$ cat config.mk
export PLATFORM = sky130hd
export DESIGN_NAME = hcp_regs
export DESIGN_NICKNAME = d
export VERILOG_FILES = /design/src/verilog/hcp_pkg.sv /design/src/verilog/hcp_word_build.sv /design/src/verilog/hcp_regs.sv
export SDC_FILE = /design/constraint.sdc
export NUM_CORES = 1
export LEC_CHECK = 0
export ABC_AREA = 1
export BUFFER_PORTS_ARGS = -buffer_cell sky130_fd_sc_hd__buf_2
export CAP_MARGIN = 10
export CORE_MARGIN = 1
export CORE_UTILIZATION = 21
export CTS_CLUSTER_DIAMETER = 60
export DETAILED_ROUTE_END_ITERATION = 10
export PLACE_DENSITY = 0.79
export SLEW_MARGIN = 5
export SYNTH_ARGS = -nofsm -noshare
export SYNTH_HDL_FRONTEND = slang
export SYNTH_SLANG_ARGS = --single-unit
export TNS_END_PERCENT = 1
$ cat constraint.sdc
create_clock -name ref_clk_i -period 0.81 [get_ports ref_clk_i]
set_clock_uncertainty 0.2 [all_clocks]
set_input_delay 0.162 -clock ref_clk_i [delete_from_list [all_inputs] [get_ports ref_clk_i]]
set_output_delay 0.162 -clock ref_clk_i [all_outputs]
set_load 0.03 [all_outputs]
$ cat src/verilog/hcp_pkg.sv
// Notes on behaviour
// - Structure word read-only at offset 0x0004
// - Bits 23:20 debug port number, zero
// - Bit 16 port indicators, not supported
// - Bits 15:12 companion count, zero
// - Bits 11:8 ports per companion, zero
// - Bit 7 port routing method, zero
// - Bit 4 port power switching, one
// - Bits 3:0 downstream ports, one
// - Capability word read-only at offset 0x0008
// - Bits 15:8 extended capability pointer, zero
// - Bits 7:4 isochronous threshold, 1000b
// - Bit 2 async park capable, one
// - Bit 1 programmable frame list, one
package hcp_pkg;
	// ---------------------------------------------
	// Register map
	// ---------------------------------------------
	localparam logic [17:0] STRUCT_OFFSET = 18'h00004;
	localparam logic [17:0] CAP_OFFSET    = 18'h00008;
	// ---------------------------------------------
	// Field positions and values
	// ---------------------------------------------
	localparam int          DEBUG_PORT_LSB    = 20;
	localparam int          INDICATOR_BIT     = 16;
	localparam int          COMPANION_LSB     = 12;
	localparam int          PER_COMP_LSB      = 8;
	localparam int          ROUTING_BIT       = 7;
	localparam int          POWER_BIT         = 4;
	localparam int          NPORTS_LSB        = 0;
	localparam int          EXT_PTR_LSB       = 8;
	localparam int          ISO_LSB           = 4;
	localparam int          PARK_BIT          = 2;
	localparam int          PROG_FL_BIT       = 1;
	localparam logic [3:0]  DEBUG_PORT_VAL    = 4'h0;
	localparam logic        INDICATOR_VAL     = 1'b0;
	localparam logic [3:0]  COMPANION_VAL     = 4'h0;
	localparam logic [3:0]  PER_COMP_VAL      = 4'h0;
	localparam logic        ROUTING_VAL       = 1'b0;
	localparam logic        POWER_VAL         = 1'b1;
	localparam logic [3:0]  NPORTS_VAL        = 4'h1;
	localparam logic [7:0]  EXT_PTR_VAL       = 8'h00;
	localparam logic [3:0]  ISO_VAL           = 4'h8;
	localparam logic        PARK_VAL          = 1'b1;
	localparam logic        PROG_FL_VAL       = 1'b1;
	localparam logic [31:0] RESET_DATA        = 32'h0000_0000;
endpackage

$ cat src/verilog/hcp_word_build.sv
`timescale 1ns/1ns
module hcp_word_build (
	output logic [31:0] struct_word_o,
	output logic [31:0] cap_word_o
);
	always_comb begin
		struct_word_o = 32'h0000_0000;
		struct_word_o[hcp_pkg::DEBUG_PORT_LSB +: 4] = hcp_pkg::DEBUG_PORT_VAL;
		struct_word_o[hcp_pkg::INDICATOR_BIT]       = hcp_pkg::INDICATOR_VAL;
		struct_word_o[hcp_pkg::COMPANION_LSB +: 4]  = hcp_pkg::COMPANION_VAL;
		struct_word_o[hcp_pkg::PER_COMP_LSB +: 4]   = hcp_pkg::PER_COMP_VAL;
		struct_word_o[hcp_pkg::ROUTING_BIT]         = hcp_pkg::ROUTING_VAL;
		struct_word_o[hcp_pkg::POWER_BIT]           = hcp_pkg::POWER_VAL;
		struct_word_o[hcp_pkg::NPORTS_LSB +: 4]     = hcp_pkg::NPORTS_VAL;
		cap_word_o = 32'h0000_0000;
		cap_word_o[hcp_pkg::EXT_PTR_LSB +: 8] = hcp_pkg::EXT_PTR_VAL;
		cap_word_o[hcp_pkg::ISO_LSB +: 4]     = hcp_pkg::ISO_VAL;
		cap_word_o[hcp_pkg::PARK_BIT]         = hcp_pkg::PARK_VAL;
		cap_word_o[hcp_pkg::PROG_FL_BIT]      = hcp_pkg::PROG_FL_VAL;
	end
endmodule

$ cat src/verilog/hcp_regs.sv
`timescale 1ns/1ns
module hcp_regs (
	input  wire logic        ref_clk_i,
	input  wire logic        rst_i,
	input  wire logic        clk_en_i,
	input  wire logic        rd_i,
	input  wire logic        wr_i,
	input  wire logic [17:0] addr_i,
	input  wire logic [31:0] wdata_i,
	output logic      [31:0] rdata_o,
	output logic             rvalid_o
);
	// ---------------------------------------------
	// State
	// ---------------------------------------------
	typedef enum logic [1:0] {
		SEL_NONE,
		SEL_STRUCT,
		SEL_CAP
	} hcp_sel_e;

	// Sel names the word that rdata holds
	typedef struct packed {
		logic [31:0] rdata;
		logic        rvalid;
		hcp_sel_e    sel;
	} hcp_state_s;

	hcp_state_s  st;
	hcp_state_s  next_st;
	hcp_sel_e    rd_sel;
	logic [31:0] struct_word;
	logic [31:0] cap_word;

	// ---------------------------------------------
	// Fixed parameter words
	// ---------------------------------------------
	hcp_word_build hcp_word_build_i (
		.struct_word_o (struct_word),
		.cap_word_o    (cap_word)
	);

	// ---------------------------------------------
	// Address decode
	// ---------------------------------------------
	// Any other offset reads as zero
	always_comb begin
		rd_sel = SEL_NONE;
		if (addr_i == hcp_pkg::STRUCT_OFFSET) begin
			rd_sel = SEL_STRUCT;
		end else if (addr_i == hcp_pkg::CAP_OFFSET) begin
			rd_sel = SEL_CAP;
		end
	end

	// ---------------------------------------------
	// Read path; writes have no target
	// ---------------------------------------------
	always_comb begin
		next_st        = st;
		next_st.rvalid = 1'b0;
		if (rd_i) begin
			next_st.rvalid = 1'b1;
			next_st.sel    = rd_sel;
			case (rd_sel)
				SEL_STRUCT: begin
					next_st.rdata = struct_word;
				end
				SEL_CAP: begin
					next_st.rdata = cap_word;
				end
				default: begin
					next_st.rdata = hcp_pkg::RESET_DATA;
				end
			endcase
		end
	end

	// ---------------------------------------------
	// Registers
	// ---------------------------------------------
	// Reset wins over a low clock enable
	always_ff @(posedge ref_clk_i) begin
		if (rst_i) begin
			st <= '{rdata: hcp_pkg::RESET_DATA, rvalid: 1'b0, sel: SEL_NONE};
		end else if (clk_en_i) begin
			st <= next_st;
		end
	end

	assign rdata_o  = st.rdata;
	assign rvalid_o = st.rvalid;

	// ---------------------------------------------
	// Checks: reset and handshake
	// ---------------------------------------------
	reset_clear_a: assert property (@(posedge ref_clk_i)
		rst_i
		|=> rdata_o == 32'h0000_0000 && !rvalid_o)
		else $error("read port not cleared by reset");

	read_answer_a: assert property (@(posedge ref_clk_i) disable iff (rst_i)
		clk_en_i && rd_i
		|=> rvalid_o)
		else $error("read not answered in one cycle");

	sel_track_a: assert property (@(posedge ref_clk_i) disable iff (rst_i)
		clk_en_i && rd_i
		|=> st.sel == $past(rd_sel))
		else $error("held word selector wrong");

	valid_pulse_a: assert property (@(posedge ref_clk_i) disable iff (rst_i)
		clk_en_i && !rd_i
		|=> !rvalid_o)
		else $error("read valid without a read");

	hold_data_a: assert property (@(posedge ref_clk_i) disable iff (rst_i)
		clk_en_i && !rd_i
		|=> $stable(rdata_o))
		else $error("read data changed without a read");

	enable_freeze_a: assert property (@(posedge ref_clk_i) disable iff (rst_i)
		!clk_en_i
		|=> $stable(rdata_o) && $stable(rvalid_o))
		else $error("state moved with clock enable low");

	write_ignored_a: assert property (@(posedge ref_clk_i) disable iff (rst_i)
		clk_en_i && wr_i && !rd_i
		|=> $stable(rdata_o) && !rvalid_o)
		else $error("write changed read data");

	unmapped_zero_a: assert property (@(posedge ref_clk_i) disable iff (rst_i)
		clk_en_i && rd_i && rd_sel == SEL_NONE
		|=> rdata_o == 32'h0000_0000)
		else $error("unmapped read not zero");

	// ---------------------------------------------
	// Checks: whole words
	// ---------------------------------------------
	build_struct_a: assert property (@(posedge ref_clk_i) disable iff (rst_i)
		struct_word == 32'h0000_0011)
		else $error("structure word build wrong");

	build_cap_a: assert property (@(posedge ref_clk_i) disable iff (rst_i)
		cap_word == 32'h0000_0086)
		else $error("capability word build wrong");

	struct_read_a: assert property (@(posedge ref_clk_i) disable iff (rst_i)
		clk_en_i && rd_i && addr_i == hcp_pkg::STRUCT_OFFSET
		|=> rdata_o == 32'h0000_0011 && rvalid_o)
		else $error("structure word wrong");

	cap_read_a: assert property (@(posedge ref_clk_i) disable iff (rst_i)
		clk_en_i && rd_i && addr_i == hcp_pkg::CAP_OFFSET
		|=> rdata_o == 32'h0000_0086 && rvalid_o)
		else $error("capability word wrong");

	// ---------------------------------------------
	// Checks: structure word fields
	// ---------------------------------------------
	debug_port_a: assert property (@(posedge ref_clk_i) disable iff (rst_i)
		st.sel == SEL_STRUCT
		|-> rdata_o[23:20] == 4'h0)
		else $error("debug port number not zero");

	port_indicator_a: assert property (@(posedge ref_clk_i) disable iff (rst_i)
		st.sel == SEL_STRUCT
		|-> rdata_o[16] == 1'b0)
		else $error("port indicator bit set");

	companion_count_a: assert property (@(posedge ref_clk_i) disable iff (rst_i)
		st.sel == SEL_STRUCT
		|-> rdata_o[15:12] == 4'h0)
		else $error("companion count not zero");

	per_companion_a: assert property (@(posedge ref_clk_i) disable iff (rst_i)
		st.sel == SEL_STRUCT
		|-> rdata_o[11:8] == 4'h0)
		else $error("ports per companion not zero");

	port_routing_a: assert property (@(posedge ref_clk_i) disable iff (rst_i)
		st.sel == SEL_STRUCT
		|-> rdata_o[7] == 1'b0)
		else $error("port routing bit set");

	port_power_a: assert property (@(posedge ref_clk_i) disable iff (rst_i)
		st.sel == SEL_STRUCT
		|-> rdata_o[4] == 1'b1)
		else $error("port power switching bit clear");

	port_count_a: assert property (@(posedge ref_clk_i) disable iff (rst_i)
		st.sel == SEL_STRUCT
		|-> rdata_o[3:0] == 4'h1)
		else $error("downstream port count not one");

	struct_reserved_a: assert property (@(posedge ref_clk_i) disable iff (rst_i)
		st.sel == SEL_STRUCT
		|-> rdata_o[31:24] == 8'h00 && rdata_o[19:17] == 3'h0 && rdata_o[6:5] == 2'h0)
		else $error("structure reserved bits set");

	// ---------------------------------------------
	// Checks: capability word fields
	// ---------------------------------------------
	ext_pointer_a: assert property (@(posedge ref_clk_i) disable iff (rst_i)
		st.sel == SEL_CAP
		|-> rdata_o[15:8] == 8'h00)
		else $error("extended capability pointer not zero");

	iso_threshold_a: assert property (@(posedge ref_clk_i) disable iff (rst_i)
		st.sel == SEL_CAP
		|-> rdata_o[7:4] == 4'h8)
		else $error("isochronous threshold wrong");

	async_park_a: assert property (@(posedge ref_clk_i) disable iff (rst_i)
		st.sel == SEL_CAP
		|-> rdata_o[2] == 1'b1)
		else $error("async park bit clear");

	frame_list_a: assert property (@(posedge ref_clk_i) disable iff (rst_i)
		st.sel == SEL_CAP
		|-> rdata_o[1] == 1'b1)
		else $error("programmable frame list bit clear");

	cap_reserved_a: assert property (@(posedge ref_clk_i) disable iff (rst_i)
		st.sel == SEL_CAP
		|-> rdata_o[31:16] == 16'h0000 && rdata_o[3] == 1'b0 && rdata_o[0] == 1'b0)
		else $error("capability reserved bits set");
endmodule

==> metrics, run 1 <==
CTS Buf Count 3; final hold vios 2; largest net degree at the start of global routing 5; Hold WS -0.0910 ns; Pwr per Cell Area 1300 nW/um2; Yosys reg bits 3; unrepaired setup endpoints after global routing true; Root Buffer clkbuf_4; crit path max fanout 4; Site Rows 15; Die W 46.5 um; maximum clock frequency 912 MHz; XOR/XNOR Fraction of Synth Area 0; Routed Antenna Nets 0; main combinational cell family by area after synthesis buffers and inverters; Setup WS post-layout -0.287 ns; TritonCTS clock tree built; vias per cell 3.32; Setup CP Type register to primary output; Max Root-Sink Buffers 2; cell depth of the worst min-delay path 2; Fin Setup TNS -1.67 ns; DRC Markers 0; nets 147; Synth Area in Compound Gates 0.0631; IO Port Bufs 27; r2r worst-path depth 2; initial drt markers 4; Mean Syn Cell Area 6.61 um2; worst IR drop on VDD 0.396 mV; worst-skew pair later-pin latency 0.23 ns; Synthesis Warnings 0; P&R area growth vs syn 30.6%; initial antenna violation count 0; Die Span Y 46.5 um; final-report setup violation count 8; crit path from rdata_o[2]$_SDFFE_PP0P_; vias in the first global route 304; WP buf/inv 1; HP Start rst_i; Setup crit start kind register; Cell Chain, Critical Path buf_6; worst r2r dst rdata_o[4]$_SDFFE_PP0P_; Req. time, crit path 0.45 ns; Post-Syn Instances 63; synth unique cells 11; final wirelength 725 um; Avg WL per Cell 6.25 um; Simple-Gate Fraction of Synth Area 0.216; IO Count 88; Initial Util 0.231; first-pass GRT wire length 1060 um; r2r setup slk -0.03 ns; delay-heaviest family, CP flip-flops; Worst EP arrival 0.73 ns; Critical R2R Launch rdata_o[4]$_SDFFE_PP0P_; outcome finished, violations left; Synth Area in Adders 0; dpl ws -0.244 ns; mux cell area share after synthesis 0; Tot GR Track Use 0.0695; remaining global-route overflow 0; global placer's final weighted congestion 0.718; CTS clk-pin slew, worst paths 0.04 ns; vias 385; # diodes 0; Hold/Removal Path Class input port to register; core footprint 1800 um2; Final HPWL DP 608 um; Slowest-stage cell, CP dfxtp_4; layout cells sized above 1 0.440; max-slew violations 0; leakage power 0.309 nW; fin crit share 1.35; max cap viols 0; die area 2170 um2; Pre-antenna DRT Iters 4; sequential share of the synthesized area 0.144; Synth Cell Area 417 um2; H-tree Lvls 1; failing checks hold timing, setup timing; Critical Path Sink Type primary output; Period minus WS final 1.10 ns; postcts setup bufs 0; hold worst-path end rdata_o[2]$_SDFFE_PP0P_; Worst path max stage delay 0.37 ns; count of clock tree sinks 3
## kinds of logic after synthesis
family / count (synthesis)
flops: 3
compound gates: 4
simple gates: 22
other cells: 1
buf+inv: 33
## registers in the layout, summed over array words and instances (netlist names)
signal    flops
rvalid_o      1
rdata_o       2
## synthesized netlist by cell type
| cell | n | share of area |
|---|---|---|
| buf_4 | 30 | 0.54 |
| nor2_1 | 10 | 0.090 |
| nand2_1 | 8 | 0.072 |
| dfxtp_1 | 3 | 0.14 |
| inv_1 | 3 | 0.027 |
| a21oi_1 | 2 | 0.024 |
| nand3_1 | 2 | 0.024 |
| nor2_2 | 2 | 0.030 |
| a21oi_2 | 1 | 0.021 |
| conb_1 | 1 | 0.0090 |
| o21bai_1 | 1 | 0.018 |
## stage by stage
step	area, um2	std cells	utilization	total power [mW]
floorplan	534	89	-	0.468
CTS	536	116	0.297	0.717
global route	544	116	0.302	0.757
detailed placement	472	112	0.262	0.426
global placement	472	112	0.262	0.424
finish	544	116	0.302	0.706
## how the worst max path moves through the flow
stage	endpoint	slack, ns	depth (start not counted)
2_1_floorplan	rdata_o[2]	-0.09	1
3_3_place_gp	rdata_o[2]$_SDFFE_PP0P_	-0.22	6
4_1_cts	rdata_o[2]	-0.29	1
6_report	rdata_o[1]	-0.29	1
5_1_grt	rdata_o[7]	-0.31	1
3_5_place_dp	rdata_o[2]$_SDFFE_PP0P_	-0.24	6
## area by class of cell
class | count | area (um2)
Clock buffer | 4 | 26.3
Sequential cell | 3 | 68.8
Tap cell | 25 | 31.3
Inverter | 3 | 11.3
Multi-Input combinational cell | 53 | 226
Timing Repair Buffer | 28 | 180
Fill cell | 217 | 1260
## repair_timing
| item | 4_1_cts | 5_1_grt |
|---|---|---|
| pin swaps | 1 | 4 |
| gates resized for setup | 12 | 3 |
| setup endpoints to repair | 7 | 8 |
| endpoints found under the hold margin | 2 | 2 |
## cells in the final DEF, fill, tap and decap left out, drive strengths merged
master	count
buf	28
conb	27
nor2	12
nand2	8
clkbuf	4
inv	3
a21oi	3
dfxtp	3
nand3	2
o21bai	1
## power breakdown
group | leakage [nW] | switching (mW) | total, mW | internal, mW
Clock | 0.0150 | 0.0799 | 0.265 | 0.185
Combinational | 0.267 | 0.219 | 0.286 | 0.0669
Sequential | 0.0264 | 0.00498 | 0.155 | 0.150
Total | 0.309 | 0.304 | 0.706 | 0.402
## metal layers
| layer | track usage | wire [um] | vias to the layer above |
|---|---|---|---|
| li1 | - | - | 192 |
| met4 | 0.0176 | 0 | 0 |
| met3 | 0.0353 | 112 | 0 |
| met1 | 0.0557 | 257 | 159 |
| met5 | 0 | 0 | - |
| met2 | 0.142 | 355 | 34 |
Note: power is estimated with default switching activity, not from simulation.
==> run 2: changes to the inputs <==
--- a/config.mk
+++ b/config.mk
@@ -13,6 +13,7 @@
 export CTS_CLUSTER_DIAMETER = 60
 export DETAILED_ROUTE_END_ITERATION = 10
 export PLACE_DENSITY = 0.79
+export SKIP_LAST_GASP = 1
 export SLEW_MARGIN = 5
 export SYNTH_ARGS = -nofsm -noshare
 export SYNTH_HDL_FRONTEND = slang
==> run 2 against run 1 <==
Largest cell class unchanged. Maximum frequency is 0.22% higher. Cell count did not move. First-iteration DRC count did not move. Register-to-register slack about the same. Setup slack better by 0.0024 ns. Sequential share of layout area grew 0.30 points. Cell area shrank 2.3%. Non-clock buffer count stayed put. Combinational power fell by 2%. Critical path depth unchanged. The flow still finishes with violations (hold timing, setup timing). Sequential cell count unchanged. Highest routed layer unchanged. Routed wire length up 1.2%.
==> metrics, run 2 (synthesis gave the netlist of run 1 again) <==
largest net degree at the start of global routing 5; P&R area growth vs syn 27.6%; Pwr per Cell Area 1320 nW/um2; worst IR drop on VDD 0.359 mV; global placer's final weighted congestion 0.718; remaining global-route overflow 0; Hold WS -0.0902 ns; Final HPWL DP 608 um; Avg WL per Cell 6.33 um; first-pass GRT wire length 1030 um; nets 147; vias per cell 3.32; Die Span Y 46.5 um; count of clock tree sinks 3; Setup crit start kind register; Power, Total 700 uW; delay-heaviest family, CP flip-flops; CTS clk-pin slew, worst paths 0.04 ns; DRC Markers 0; r2r worst-path depth 2; # diodes 0; max reg flops 2; Site Rows 15; Fin Setup TNS -1.73 ns; Worst EP arrival 0.73 ns; Setup CP Type register to primary output; final core occ 0.295; failing checks hold timing, setup timing; maximum clock frequency 914 MHz; initial antenna violation count 0; Routed Antenna Nets 0; fin crit share 1.35; Die W 46.5 um; final-report setup violation count 8; vias 385; Critical Path Sink Type primary output; worst-skew pair later-pin latency 0.24 ns; Period minus WS final 1.09 ns; crit path max fanout 4; WP buf/inv 1; vias in the first global route 297; most frequent cells in the layout conb_1, buf_2, nor2_1, nand2_1, buf_6; IO Count 88; cell depth of the worst min-delay path 2; Tot GR Track Use 0.0679; final hold vios 2; leakage power 0.308 nW; IO Port Bufs 27; Cell Chain, Critical Path buf_6; max cap viols 0; max-slew violations 0; dpl ws -0.244 ns; CTS Buf Count 3; Pre-antenna DRT Iters 4; Max Root-Sink Buffers 2; Worst path max stage delay 0.36 ns; most common cell after layout, fill and taps aside conb_1; Setup WS post-layout -0.284 ns; unrepaired setup endpoints after global routing true; WP depth 1; final wirelength 734 um; H-tree Lvls 1; Root Buffer clkbuf_4; TritonCTS clock tree built; r2r setup slk -0.03 ns; initial drt markers 4; die area 2170 um2; layout cells sized above 1 0.407; Req. time, crit path 0.45 ns; outcome finished, violations left; Slowest-stage cell, CP dfxtp_4; core footprint 1800 um2; Initial Util 0.231; Hold/Removal Path Class input port to register
## run 2: cell types whose count changed in the layout (fill, tap and decap cells not counted), sizes merged
cell	previous run	this run
buf	28	27
clkbuf	4	5
## run 2: what timing repair did
action | 4_1_cts | 5_1_grt
buffers inserted | 0 | 0
endpoints found under the hold margin | 2 | 2
pin swaps | 0 | 0
endpoints found under the setup margin | 7 | 8
cloned | 0 | 0
resized for setup | 10 | 1
## run 2: final cells by class
class                           count  area [um2]
Clock buffer                        4        26.3
Fill cell                         219        1270
Inverter                            3        11.3
Multi-Input combinational cell     53         218
Sequential cell                     3        68.8
Tap cell                           25        31.3
Timing Repair Buffer               28         176
## run 2: worst reg2reg max path, delay by kind of cell (launching register included)
kind	cells	cell delay, ns
AO/OA/AOI/OAI	2	0.19
flip-flops	1	0.35
## run 2: power breakdown
group / total (mW) / switching (mW) / internal [mW]
clock network: 0.265 / 0.0802 / 0.185
logic: 0.280 / 0.217 / 0.0634
registers: 0.155 / 0.00473 / 0.150
total: 0.700 / 0.302 / 0.398
## run 2: through the flow
| step | instance area, um2 | instances | hold slack, ns |
|---|---|---|---|
| 2_1_floorplan | 534 | 89 | 0.0153 |
| 3_3_place_gp | 472 | 112 | 0.154 |
| 3_5_place_dp | 472 | 112 | 0.157 |
| 4_1_cts | 529 | 116 | -0.0975 |
| 5_1_grt | 532 | 116 | -0.0752 |
| 6_report | 532 | 116 | -0.0902 |
## run 2: final timing paths
path	start	to
max	rdata_o[2]$_SDFFE_PP0P_	rdata_o[7]
min	rst_i	rdata_o[2]$_SDFFE_PP0P_
max reg2reg	rdata_o[4]$_SDFFE_PP0P_	rdata_o[4]$_SDFFE_PP0P_
min reg2reg	rvalid_o$_SDFFE_PP0P_	rvalid_o$_SDFFE_PP0P_
## run 2: per-layer routing
| layer | up-vias | global-route usage | share of wire | wire length, um |
|---|---|---|---|---|
| li1 | 191 | - | - | - |
| met5 | - | 0 | 0 | 0 |
| met4 | 0 | 0.0176 | 0 | 0 |
| met1 | 158 | 0.0557 | 0.35 | 260 |
| met2 | 36 | 0.136 | 0.49 | 361 |
| met3 | 0 | 0.0353 | 0.15 | 113 |
==> run 3: changes to the inputs <==
--- a/config.mk
+++ b/config.mk
@@ -5,14 +5,14 @@
 export SDC_FILE = /design/constraint.sdc
 export NUM_CORES = 1
 export LEC_CHECK = 0
-export ABC_AREA = 1
+export ABC_AREA = 0
 export BUFFER_PORTS_ARGS = -buffer_cell sky130_fd_sc_hd__buf_2
 export CAP_MARGIN = 10
 export CORE_MARGIN = 1
-export CORE_UTILIZATION = 21
+export CORE_UTILIZATION = 20
 export CTS_CLUSTER_DIAMETER = 60
 export DETAILED_ROUTE_END_ITERATION = 10
-export PLACE_DENSITY = 0.79
+export PLACE_DENSITY = 0.78
 export SKIP_LAST_GASP = 1
 export SLEW_MARGIN = 5
 export SYNTH_ARGS = -nofsm -noshare
==> constraint.sdc (replaced) <==
create_clock -name ref_clk_i -period 0.81 [get_ports ref_clk_i]
set_clock_uncertainty 0.2 [all_clocks]
set_input_delay 0.081 -clock ref_clk_i [delete_from_list [all_inputs] [get_ports ref_clk_i]]
set_output_delay 0.081 -clock ref_clk_i [all_outputs]
set_load 0.03 [all_outputs]
==> run 3 against run 2 <==
The flow still finishes with violations (hold timing, setup timing). Power shrank 1.3%. Combinational power fell by 3%. Sequential share of layout area down 0.87 points.
==> metrics, run 3 <==
Synth Cell Area 392 um2; Worst EP arrival 0.94 ns; grt met3 use 0.0235; P&R area growth vs syn 40.3%; Req. time, crit path 0.73 ns; die area 2140 um2; Setup CP Type input port to register; grt met2 use 0.186; GR Layer Usage met1 0.0693; Final HPWL DP 654 um; Die W 46.3 um; vias 369; nets 134; max cap viols 0; Critical R2R Launch rdata_o[2]$_SDFFE_PP0P_; initial drt markers 5; asr flop ratio synth 0; DRC Markers 0; Setup WS post-layout -0.203 ns; Hold/Removal Path Class input port to register; Mean Syn Cell Area 7.83 um2; core footprint 1780 um2; dpl ws -0.356 ns; Die Span Y 46.3 um; global placer's final weighted congestion 0.625; top-count cell post-synth buf_4; Avg WL per Cell 9.11 um; r2r setup slk -0.03 ns; Layout fillers 203; unrepaired setup endpoints after global routing true; most common cell after layout, fill and taps aside conb_1; Hold WS -0.132 ns; first-pass GRT wire length 1270 um; Setup crit start kind input port; busiest grt layer met2; Final Instance Area 549 um2; max reg flops 2; top_reg_cell synth dfxtp_1; count of clock tree sinks 3; CTS Buf Count 3; largest net degree at the start of global routing 5; HP Start addr_i[3]; IO Count 88; initial antenna violation count 0; synth unique cells 14; IO Port Bufs 27; maximum clock frequency 987 MHz; final wirelength 938 um; vias per cell 3.58; most frequent cells in the layout conb_1, buf_2, buf_6, clkbuf_4; max-slew violations 0; Power, Total 691 uW; Yosys reg bits 3; worst r2r dst rdata_o[2]$_SDFFE_PP0P_; vias in the first global route 306; fin crit share 1.25; # diodes 0; Yosys top cell area share 0.575; Fin Setup TNS -1.53 ns; remaining global-route overflow 0; Pwr per Cell Area 1260 nW/um2; synth top area cells buf_4, dfxtp_1, nor4_2; Max Root-Sink Buffers 2; Critical Path Sink Type register; final hold vios 3; largest area contributor in the netlist buf_4; cell depth of the worst min-delay path 2; number of synthesized flops with an enable pin 0; Site Rows 15; Initial Util 0.220; outcome finished, violations left; Period minus WS final 1.01 ns; failing checks hold timing, setup timing; worst-skew pair later-pin latency 0.23 ns; Routed Antenna Nets 0; TritonCTS clock tree built; Tot GR Track Use 0.0938; r2r worst-path depth 2; leakage power 0.299 nW; Synthesis Warnings 0; final-report setup violation count 9; Area after DPL 439 um2; postcts setup bufs 0; crit path from addr_i[5]; Pre-antenna DRT Iters 4; sequential share of the synthesized area 0.153; hold worst-path end rdata_o[4]$_SDFFE_PP0P_; crit path max fanout 2; layout cells sized above 1 0.513; CTS clk-pin slew, worst paths 0.04 ns; worst IR drop on VDD 0.603 mV; H-tree Lvls 1; Root Buffer clkbuf_4; Commonest cells post-synth buf_4, dfxtp_1; Post-Syn Instances 50
==> run 3: cell count changes in the layout (fill, tap and decap cells not counted), sizes merged, moves of 2 or more <==
cell and delta:
a21oi -2, nand2 -6, nor4 +3, nor2 -10
o41ai +2
==> run 3: cells by family (layout without fill, tap and decap cells) <==
group / count (synthesis) / count (layout) / synth area share
AOI/OAI and AO/OA: 3 / 3 / 0.0575
buffers and inverters: 32 / 34 / 0.594
DFF: 3 / 3 / 0.153
muxes: 1 / 1 / 0.0256
other: 1 / 27 / 0.00958
and+or+nand+nor: 10 / 10 / 0.160
==> run 3: metal layers <==
layer	routed length, um	part of all wire
met1	274	0.29
met2	570	0.61
met3	64	0.068
met4	29	0.031
met5	0	0
==> run 3: layout make-up <==
type / instances / area, um2 / share of cell area
inverter: 2 / 7.51 / 0.0137
clock buffer: 4 / 26.3 / 0.0478
multi-input combinational: 41 / 231 / 0.421
tap: 25 / 31.3 / 0.0569
timing repair buffer: 28 / 186 / 0.339
sequential: 3 / 66.3 / 0.121
==> run 3: worst max-delay path, stage by stage <==
cell and delay, ns:
buf_2 0.10, nor4_2 0.29, nand3_2 0.13, o41ai_2 0.34
==> run 3: timing repair <==
action | in CTS | in global routing
gates resized for setup | 15 | 6
gates cloned | 0 | 0
endpoints found under the hold margin | 3 | 3
setup endpoints to repair | 9 | 9
pin swaps | 0 | 3
==> run 3: worst max path at each step <==
stage / to / depth (start not counted)
after floorplan: rdata_o[2]$_SDFFE_PP0P_ / 3
after CTS: rdata_o[7] / 1
after global placement: rdata_o[2]$_SDFFE_PP0P_ / 4
after detailed placement: rdata_o[2]$_SDFFE_PP0P_ / 4
after global routing: rdata_o[2]$_SDFFE_PP0P_ / 4
final: rdata_o[2]$_SDFFE_PP0P_ / 4
==> run 3: through the flow <==
stage                util  instances  hold WS (ns)
floorplan               -         76       -0.0466
global placement    0.246         99        0.0835
detailed placement  0.246         99        0.0938
CTS                 0.285        103        -0.153
global route        0.308        103        -0.135
finish              0.308        103        -0.132
==> run 3: where the power goes <==
part | internal, mW | switching (mW) | leakage [nW]
logic | 0.0580 | 0.214 | 0.258
clock network | 0.185 | 0.0830 | 0.0150
registers | 0.149 | 0.00250 | 0.0260
total | 0.392 | 0.300 | 0.299
